File: config.mk
export PLATFORM = sky130hd
export DESIGN_NAME = sosc_standby_ctrl
export DESIGN_NICKNAME = d
export VERILOG_FILES = /design/src/logic/sosc_pkg.sv /design/src/logic/sosc_standby_ctrl.sv
export VERILOG_INCLUDE_DIRS = /design/src /design/src/logic
export SDC_FILE = /design/constraint.sdc
export NUM_CORES = 1
export LEC_CHECK = 0
export BUFFER_PORTS_ARGS = -buffer_cell sky130_fd_sc_hd__buf_2
export CAP_MARGIN = 20
export CORE_ASPECT_RATIO = 0.5
export CORE_MARGIN = 1
export CORE_UTILIZATION = 48
export DETAILED_ROUTE_END_ITERATION = 6
export PLACE_DENSITY = 0.85
export RECOVER_POWER = 100
export SETUP_SLACK_MARGIN = 0.2
export SYNTH_ARGS = -nofsm -noshare
export SYNTH_HDL_FRONTEND = slang
export SYNTH_SLANG_ARGS = --single-unit
export TNS_END_PERCENT = 100
File: constraint.sdc
create_clock -name clk -period 2.5 [get_ports clk]
set_input_delay 0.5 -clock clk [delete_from_list [all_inputs] [get_ports clk]]
set_output_delay 0.5 -clock clk [all_outputs]
set_load 0.01 [all_outputs]
File: src/logic/sosc_defines.svh
`ifndef SOSC_DEFINES_SVH
`define SOSC_DEFINES_SVH

`define SOSC_ADDR_STATUS 16'hFFA3
`define SOSC_ADDR_SELECT 16'hFFA4
`define SOSC_STATUS_RESET 8'h00
`define SOSC_SELECT_RESET 8'h05
`define SOSC_MAIN_OSC_STOP_CTL_BIT 7
`define SOSC_EXP_2E11 11
`define SOSC_EXP_2E13 13
`define SOSC_EXP_2E14 14
`define SOSC_EXP_2E15 15
`define SOSC_EXP_2E16 16
`define SOSC_HALT_WAIT_VEC 4'd11
`define SOSC_HALT_WAIT_NOVEC 4'd4

`endif

File: src/logic/sosc_pkg.sv
package sosc_pkg;
    // standby mode states
    typedef enum logic [4:0] {
        SOSC_RUN = 5'b0_0001,
        SOSC_HALT = 5'b0_0010,
        SOSC_STOP = 5'b0_0100,
        SOSC_STAB = 5'b0_1000,
        SOSC_WAKE = 5'b1_0000
    } sosc_state_t;

    // register bus request from the CPU
    typedef struct packed {
        logic rd;
        logic wr;
        logic [15:0] addr;
        logic [7:0] wdata;
    } sosc_bus_req_t;

    // oscillator run controls
    typedef struct packed {
        logic crystalRun;
        logic fastRun;
        logic slowRun;
        logic subRun;
    } sosc_osc_t;
endpackage

File: src/logic/sosc_standby_ctrl.sv
`timescale 1ns/1ps
`include "sosc_defines.svh"

module sosc_standby_ctrl
    import sosc_pkg::*;
#(
    parameter int CNT_W = 17
) (
    // clock and reset
    input wire logic clk,
    input wire logic reset,
    // cpu instruction strobes and interrupt state
    input wire logic haltExec,
    input wire logic stopExec,
    input wire logic intPending,
    input wire logic intAckEnable,
    input wire logic cpuOnCrystal,
    // oscillator state before standby and crystal status
    input wire sosc_osc_t oscBefore,
    input wire logic crystalTick,
    input wire logic mainOscStopWr,
    // register bus
    input wire sosc_bus_req_t busReq,
    output logic [7:0] busRdata,
    // standby outputs
    output logic cpuClkEnable,
    output logic portHold,
    output logic vectorTake,
    output sosc_osc_t oscRun,
    output logic [2:0] stateCode
);

    // standby sequencing state
    sosc_state_t state_reg;
    sosc_state_t state_next;
    logic [3:0] wait_reg;
    logic [3:0] wait_next;
    logic vec_reg;
    logic vec_next;

    // stabilization counter
    logic [CNT_W-1:0] cnt_reg;
    logic [CNT_W-1:0] cnt_next;

    // status flags, bit 4 is the shortest threshold
    logic [4:0] status_reg;
    logic [4:0] status_next;

    // wait select field
    logic [2:0] select_reg;
    logic [2:0] select_next;

    // registered read data
    logic [7:0] rdata_reg;
    logic [7:0] rdata_next;

    // threshold and selection decodes
    logic [4:0] expReached;
    logic [4:0] selMask;
    logic [4:0] selEdge;
    logic [4:0] flagSet;
    logic selLegal;
    logic stabDone;

    // counter control
    logic cntClear;
    logic cntStep;

    // sequencing helpers
    logic inRun;
    logic inHalt;
    logic inStop;
    logic [3:0] wakeWait;

    // register bus decodes
    logic selWrite;
    logic statusRead;
    logic selectRead;

    // exponent per status bit; index 0 is the longest wait
    localparam int EXPS [5] = '{`SOSC_EXP_2E16, `SOSC_EXP_2E15, `SOSC_EXP_2E14,
                                `SOSC_EXP_2E13, `SOSC_EXP_2E11};

    // threshold compare and select gating, one slice per flag
    genvar gi;
    generate
        for (gi = 0; gi < 5; gi++) begin : g_thr
            // counter value 2^exp - 1 means 2^exp crystal cycles have passed
            assign expReached[gi] = (cnt_reg >= CNT_W'((1 << EXPS[gi]) - 1));
            // thresholds beyond the selected one are never flagged
            assign selMask[gi] = (32'(select_reg) >= 32'(5 - gi));
            // a flag sets once its threshold passed and stays set
            assign flagSet[gi] = expReached[gi] && selMask[gi];
        end
    endgenerate

    // lowest set bit of the mask is the selected threshold itself
    assign selEdge = selMask & ~(selMask << 1);

    // legal select codes are 1..5
    always_comb begin
        case (select_reg)
            3'd1, 3'd2, 3'd3, 3'd4, 3'd5: selLegal = 1'b1;
            default: selLegal = 1'b0;
        endcase
    end

    // prohibited codes act like the longest wait so the cpu is never released early
    always_comb begin
        if (selLegal) begin
            stabDone = |(expReached & selEdge);
        end else begin
            stabDone = expReached[0];
        end
    end

    // state decodes shared by several groups
    assign inRun = (state_reg == SOSC_RUN);
    assign inHalt = (state_reg == SOSC_HALT);
    assign inStop = (state_reg == SOSC_STOP);

    // wake wait depends on whether a vectored service follows
    assign wakeWait = intAckEnable ? `SOSC_HALT_WAIT_VEC : `SOSC_HALT_WAIT_NOVEC;

    // standby sequencing
    always_comb begin
        state_next = state_reg;
        wait_next = wait_reg;
        vec_next = 1'b0;
        case (state_reg)
            SOSC_RUN: begin
                if (stopExec) begin
                    // pending interrupt turns stop into halt-like wake after the wait
                    state_next = intPending ? SOSC_STAB : SOSC_STOP;
                end else if (haltExec) begin
                    state_next = intPending ? SOSC_WAKE : SOSC_HALT;
                    wait_next = wakeWait;
                end
            end
            SOSC_HALT: begin
                if (intPending) begin
                    state_next = SOSC_WAKE;
                    wait_next = wakeWait;
                end
            end
            SOSC_STOP: begin
                if (intPending) begin
                    state_next = SOSC_STAB;
                end
            end
            SOSC_STAB: begin
                // fast-osc cpu skips the stabilization wait, software polls the status itself
                if (!cpuOnCrystal || stabDone) begin
                    state_next = SOSC_WAKE;
                    wait_next = wakeWait;
                end
            end
            SOSC_WAKE: begin
                if (wait_reg == 4'd0) begin
                    state_next = SOSC_RUN;
                    vec_next = intAckEnable;
                end else begin
                    wait_next = wait_reg - 4'd1;
                end
            end
            default: begin
                state_next = SOSC_RUN;
            end
        endcase
    end

    // sequencing registers; reset leaves any standby state at once
    always_ff @(posedge clk) begin
        if (reset) begin
            state_reg <= SOSC_RUN;
            wait_reg <= 4'd0;
            vec_reg <= 1'b0;
        end else begin
            state_reg <= state_next;
            wait_reg <= wait_next;
            vec_reg <= vec_next;
        end
    end

    // a stop instruction or the oscillator stop bit restarts the count
    assign cntClear = stopExec || mainOscStopWr;
    // only real crystal cycles count, never while the crystal is stopped
    assign cntStep = crystalTick && !stabDone && !inStop;

    // stabilization counter, saturates at the selected threshold
    always_comb begin
        cnt_next = cnt_reg;
        if (cntClear) begin
            cnt_next = '0;
        end else if (cntStep) begin
            cnt_next = cnt_reg + CNT_W'(1);
        end
    end

    // counter register
    always_ff @(posedge clk) begin
        if (reset) begin
            cnt_reg <= '0;
        end else begin
            cnt_reg <= cnt_next;
        end
    end

    // status flags; the clear of a new count wins over a stale set
    always_comb begin
        status_next = status_reg;
        if (cntClear) begin
            status_next = 5'b0_0000;
        end else begin
            status_next = status_reg | flagSet;
        end
    end

    // status register
    always_ff @(posedge clk) begin
        if (reset) begin
            status_reg <= 5'(`SOSC_STATUS_RESET);
        end else begin
            status_reg <= status_next;
        end
    end

    // register bus decodes; writes to the status address are ignored
    assign selWrite = busReq.wr && (busReq.addr == `SOSC_ADDR_SELECT);
    assign statusRead = busReq.rd && (busReq.addr == `SOSC_ADDR_STATUS);
    assign selectRead = busReq.rd && (busReq.addr == `SOSC_ADDR_SELECT);

    // select register: whole-byte writes only, upper bits dropped
    always_comb begin
        select_next = select_reg;
        if (selWrite) begin
            select_next = busReq.wdata[2:0];
        end
    end

    // select register storage
    always_ff @(posedge clk) begin
        if (reset) begin
            select_reg <= 3'(`SOSC_SELECT_RESET);
        end else begin
            select_reg <= select_next;
        end
    end

    // read data, status is read-only, unmapped reads return zero
    always_comb begin
        rdata_next = 8'h00;
        if (statusRead) begin
            rdata_next = {3'b000, status_reg};
        end else if (selectRead) begin
            rdata_next = {5'b0_0000, select_reg};
        end
    end

    // read data register, valid the cycle after the request
    always_ff @(posedge clk) begin
        if (reset) begin
            rdata_reg <= 8'h00;
        end else begin
            rdata_reg <= rdata_next;
        end
    end

    // bus and cpu outputs; cpu state and port latches are frozen by gating, not reloaded
    assign busRdata = rdata_reg;
    assign cpuClkEnable = inRun;
    assign portHold = !inRun;
    assign vectorTake = vec_reg;

    // oscillator controls; halt changes none, stop drops the two main ones
    assign oscRun.crystalRun = oscBefore.crystalRun && !inStop;
    assign oscRun.fastRun = oscBefore.fastRun && !inStop;
    assign oscRun.slowRun = oscBefore.slowRun;
    assign oscRun.subRun = oscBefore.subRun;

    // coarse state for the outside; stabilize and wake show all zero
    assign stateCode = {inStop, inHalt, inRun};

endmodule // sosc_standby_ctrl

### After elaboration in Yosys (flattened, before gate mapping)

Index checks and enable logic that the tools add are counted.

| storage, ports and cells | value |
|---|---|
| bits in registers | 43 |
| bits in latches | 0 |
| memory bits (writable) | 0 |
| memory bits (read-only) | 0 |
| input port bits | 39 |
| output and inout port bits | 18 |
| logic and storage cells | 93 |
| memories kept | 0 |

| cells by class | value |
|---|---|
| $add $sub $neg | 2 |
| multiply operators | 0 |
| divide/modulo/power cells | 0 |
| $lt $le $gt $ge | 10 |
| equal/unequal tests | 20 |
| shifts and indexed selects | 0 |
| multiplexer cells | 20 |
| bitwise logic cells | 6 |
| reduce and logical (&&, ||, !) cells | 27 |

Operators by type and width:

| cell | count |
|---|---|
| two-way mux 5 bit | 8 |
| == test 16 bit, second input constant | 2 |
| two-way mux 4 bit | 7 |
| case mux 5 bit (5 select lines) | 1 |
| adder 17 x 1 -> 17 bit, second input constant | 1 |
| greater-or-equal comparator 17 x 11 -> 1 bit, second input constant | 1 |
| greater-or-equal comparator 17 x 13 -> 1 bit, second input constant | 1 |
| greater-or-equal comparator 17 x 14 -> 1 bit, second input constant | 1 |
| greater-or-equal comparator 17 x 15 -> 1 bit, second input constant | 1 |
| greater-or-equal comparator 17 x 16 -> 1 bit, second input constant | 1 |
| case mux 4 bit (4 select lines) | 1 |
| != test 2 bit, second input constant | 7 |
| logical AND 1 bit | 12 |
| AND 5 bit | 2 |
| OR reduction 5 bit | 2 |
| == test 3 x 2 -> 1 bit, second input constant | 2 |
| == test 3 bit, second input constant | 2 |
| greater-or-equal comparator 3 x 2 -> 1 bit, second input constant | 2 |
| greater-or-equal comparator 3 bit, second input constant | 2 |
| AND reduction 6 bit | 1 |
| == test 5 x 1 -> 1 bit, second input constant | 1 |
| == test 5 x 2 -> 1 bit, second input constant | 1 |
| == test 5 x 3 -> 1 bit, second input constant | 1 |
| == test 5 x 4 -> 1 bit, second input constant | 1 |
| 17 further kinds | 24 |

### Longest topological paths before layout

| depth | value |
|---|---|
| word-level depth | 9 |
| gate-level depth with buffers | 9 |
| depth with buffers taken out | 9 |

### Worst setup path after synthesis

Ideal clock, no wire load.

| timing path | value |
|---|---|
| kind | reg2reg |
| start | register cnt_reg[0] |
| end | register cnt_reg[8] |
| library setup time | 116 ps |
| arrival | 2496 ps |
| required time | 2384 ps |
| path slack | -112 ps |
| cell stages (with the launch flop) | 10 |
| path buffers | 0 |
| period minus slack after synthesis | 2612 ps |
| cells stage by stage | dfxtp_1 ha_1 and3_1 and3_1 ha_1 o41ai_1 a21oi_4 nor4b_4 a211oi_1 a31o_2 |

| on the way | value |
|---|---|
| word-level cells in the longest chain between the ends | 7 |
| elaborated cells between the ends (all ways) | 12 |
| those cells by class | add/sub: 1; order compare: 5; mux: 1; bitwise: 1; reduce/logical: 4 |

Ends and longest elaborated chain:

| item | line | RTL |
|---|---|---|
| from (decl) | sosc_standby_ctrl.sv:42 | `logic [CNT_W-1:0] cnt_reg;` |
| from (signal assigned) | sosc_standby_ctrl.sv:205 | `cnt_reg <= cnt_next;` |
| greater-or-equal comparator 17 x 16 -> 1 bit (tied with other cells) | sosc_standby_ctrl.sv:89 | `assign expReached[gi] = (cnt_reg >= CNT_W'((1 << EXPS[gi]) - 1));` |
| AND 5 bit | sosc_standby_ctrl.sv:111 | `stabDone = \|(expReached & selEdge);` |
| OR reduction 5 bit | sosc_standby_ctrl.sv:111 |  |
| two-way mux 1 bit | sosc_standby_ctrl.sv:110 | `if (selLegal) begin` |
| logical NOT 1 bit | sosc_standby_ctrl.sv:188 | `assign cntStep = crystalTick && !stabDone && !inStop;` |
| logical AND 1 bit (2 in a row) | sosc_standby_ctrl.sv:188 |  |

Parallel ways exist; a longest one is shown, timed or not.
A chain may end at the register's enable or synchronous reset.

### Final worst setup path

| timing path | value |
|---|---|
| start | register cnt_reg[1] |
| end | register cnt_reg[1] |

The elaborated chain is that of the path after synthesis.

==> summary.md <==
| Metric | Value |
|---|---|
| Post-synthesis sequential area ratio | 34.8% |
| Met1 Track Usage GR | 28.9% |
| Finish-stage setup viols | 6 |
| Area leader, netlist | dfxtp_1 |
| First-pass DRT Iterations | 5 |
| Clk slew on worst S/H paths | 0.09 ns |
| Area grow syn2layout | 33.3% |
| CTS Buf Count | 5 |
| RSZ-0062 raised after global routing | true |
| DR WL/cell | 18.3 um |
| Die Wd | 99.9 um |
| Top FF cell, synth | dfxtp_1 |
| Met2 usage | 44.8% |
| Slew headroom | 54.2% |
| CP Launch Type | flip-flop |
| Pleak | 1.19 nW |
| GRT Resource Usage Total | 25.7% |
| Mapped Area | 2300 um^2 |
| Fin. Hold Viols | 0 |
| Reg2reg end | cnt_reg[1]$_SDFFE_PP0P_ |
| Async SR Flop Fraction | 0% |
| Top Usage Layer GRT | met2 |
| Die height | 51.0 um |
| # clock sinks | 40 |
| Fillers | 309 |
| # DRC | 0 |
| Least-Margin Pin Slew | 0.681 ns |
| Die ar. | 5090 um^2 |
| Worst vdd ir | 294 uV |
| EDFF count, synth | 0 |
| Row cnt | 17 |
| Initial Util | 51.1% |
| Synth Register Bits | 40 |
| Worst clock skew | 0.0215 ns |
| Worst Hold Depth | 2 |
| I/O Buffers | 44 |
| Largest net degree at the start of global routing | 22 |
| Top-area cell type share of the netlist area | 34.8% |
| Period Utilization, post-route | 105% |
| Status | finished with violations |
| Core Region | 4510 um^2 |
| Violated checks | setup timing |
| Syn Area/Cell | 8.05 um^2 |
| Crit path required time | 2.70 ns |
| Final WL | 7640 um |
| Most frequent cell after synthesis | nor2_1 |
| CTS Hold Bufs | 0 |
| Nets@finish | 392 |
| Worst-Skew Late Latency | 0.31 ns |
| Via count | 2598 |
| Ports | 57 |
| FF-to-FF setup slack | -0.12 ns |
| Synth Warn # | 0 |
| Root buffer cell | clkbuf_8 |
| GPL Wtd Cong | 0.865 |
| Pwr per Cell Area | 551 nW/um^2 |
| # Max-Cap Violations | 0 |
| Ranking of synthesized cells by area | dfxtp_1, nor2_1, a21oi_1 |
| Critical R2R Launch | cnt_reg[1]$_SDFFE_PP0P_ |
| Setup CP Type | reg2reg |
| HP Start | intPending |
| Bufs on Longest Clock Path | 2 |
| Vias in the first global route | 2169 |
| Critical-path maximum fanout | 6 |
| Grt met3 use | 7.52% |
| Mapped Cells | 286 |
| Pins Over Slew Limit | 0 |
| Netlist cell types | 54 |
| R2r worst-path depth | 11 |
| Fmax | 382 MHz |
| Number of flip-flops in the largest register | 17 |
| Min cycle time layout | 2.62 ns |
| Crit end category | flip-flop |
| Initial antenna violation count | 0 |
| Post-route setup slack | -0.118 ns |
| Post-Place Setup Slack | -0.00364 ns |
| Fraction of layout cells with a size suffix above 1 | 32.5% |
| Number of DRC markers in iteration 0 | 251 |
| CTS tree | yes |
| TNS Setup | -0.327 ns |
| DR vias/cell | 6.23 |
| Worst min-delay path class | in2reg |
| Hold path endpoint | state_reg[2]$_SDFFE_PP0P_ |
| Post-synth top cells | nor2_1, dfxtp_1, nand2_1 |
| Antenna diodes | 0 |
| Number of routed nets with antenna violations | 0 |
| Crit path DAT | 2.82 ns |
| H-tree Lvls | 2 |
| HPWL Detailed | 4290 um |
| First-pass GRT wire length | 10100 um |
| Grt ovf | 0 |
-- timing repair --
action                     4_1_cts  5_1_grt
setup buffers                    3        9
pin swaps                        5        7
gates resized for setup         17       21
setup endpoints to repair       20       23
-- cells by family after synthesis --
family          after synthesis  share of synthesized area, %
xor+xnor                      9                          3.42
flops                        40                          34.8
simple gates                140                          34.1
buf+inv                      30                          6.25
fa+ha+maj                     3                          1.63
mux                           5                          2.17
compound gates               58                          17.5
other cells                   1                         0.163
-- critical path, cell delays in order, from the launching register on --
cell and delay (ns):
dfxtp_2 0.35, ha_4 0.16, and3_4 0.17, and3_4 0.18, ha_4 0.17, o311a_1 0.33
nand3b_4 0.24, buf_4 0.19, nor3_4 0.18, buf_4 0.19, mux2i_1 0.26, nor2_1 0.08
-- worst max-delay path by stage --
stage                             from                         to  slack, ns  cells after the start
5_1_grt        cnt_reg[9]$_SDFFE_PP0P_   cnt_reg[13]$_SDFFE_PP0P_      -0.23                     10
3_3_place_gp   cnt_reg[0]$_SDFFE_PP0P_    cnt_reg[2]$_SDFFE_PP0P_       0.14                     10
6_report       cnt_reg[1]$_SDFFE_PP0P_    cnt_reg[1]$_SDFFE_PP0P_      -0.12                     11
2_1_floorplan  cnt_reg[0]$_SDFFE_PP0P_    cnt_reg[8]$_SDFFE_PP0P_       0.14                      9
4_1_cts        cnt_reg[0]$_SDFFE_PP0P_  state_reg[3]$_SDFFE_PP0P_       0.06                      9
3_5_place_dp   cnt_reg[0]$_SDFFE_PP0P_    cnt_reg[2]$_SDFFE_PP0P_     -0.004                     10
-- layout make-up --
| class | count | area [um^2] | share of cell area, % |
|---|---|---|---|
| Clock inverter | 2 | 38.8 | 1.26 |
| Sequential cell | 40 | 816 | 26.6 |
| Inverter | 14 | 52.6 | 1.71 |
| Timing Repair Buffer | 71 | 438 | 14.3 |
| Clock buffer | 6 | 82.6 | 2.69 |
| Multi-Input combinational cell | 218 | 1560 | 50.8 |
| Tap cell | 66 | 82.6 | 2.69 |
-- per-layer routing --
layer,up-vias,routed length (um)
li1,1160,-
met1,1216,3040
met2,177,3540
met3,45,687
met4,0,368
met5,-,0
-- cells in the final DEF (no fill, tap or decap), drive strengths merged, types with 6 or more instances in the layout --
| cell | Yosys | final |
|---|---|---|
| nand3 | 12 | 12 |
| clkbuf | 7 | 12 |
| inv | 14 | 14 |
| and2 | 6 | 6 |
| nor2 | 42 | 42 |
| nand4 | 10 | 10 |
| nand2 | 18 | 18 |
| nor4 | 8 | 8 |
| xnor2 | 8 | 8 |
| o21ai | 8 | 8 |
| a21oi | 17 | 17 |
| and3 | 6 | 6 |
| nor3 | 10 | 10 |
| dfxtp | 40 | 40 |
| buf | 9 | 65 |
-- where the power goes --
part	switching [W]	internal (W)	total, W
sequential	0.0000402	0.000669	0.000709
combinational	0.000244	0.000164	0.000409
clock	0.000248	0.000327	0.000575
-- per-stage QoR --
stage	utilization [%]	std cells	instance area, um^2	hold slack (ns)	power (W)
finish	68.1	417	3070	0.443	0.00169
global route	68.1	417	3070	0.454	0.00176
CTS	64.8	408	2920	0.441	0.00165
detailed placement	59.4	397	2680	0.448	0.00109
global placement	59.4	397	2680	0.436	0.00106
floorplan	-	288	2350	0.431	0.000985
No activity file was read; power rests on OpenSTA's default activity.
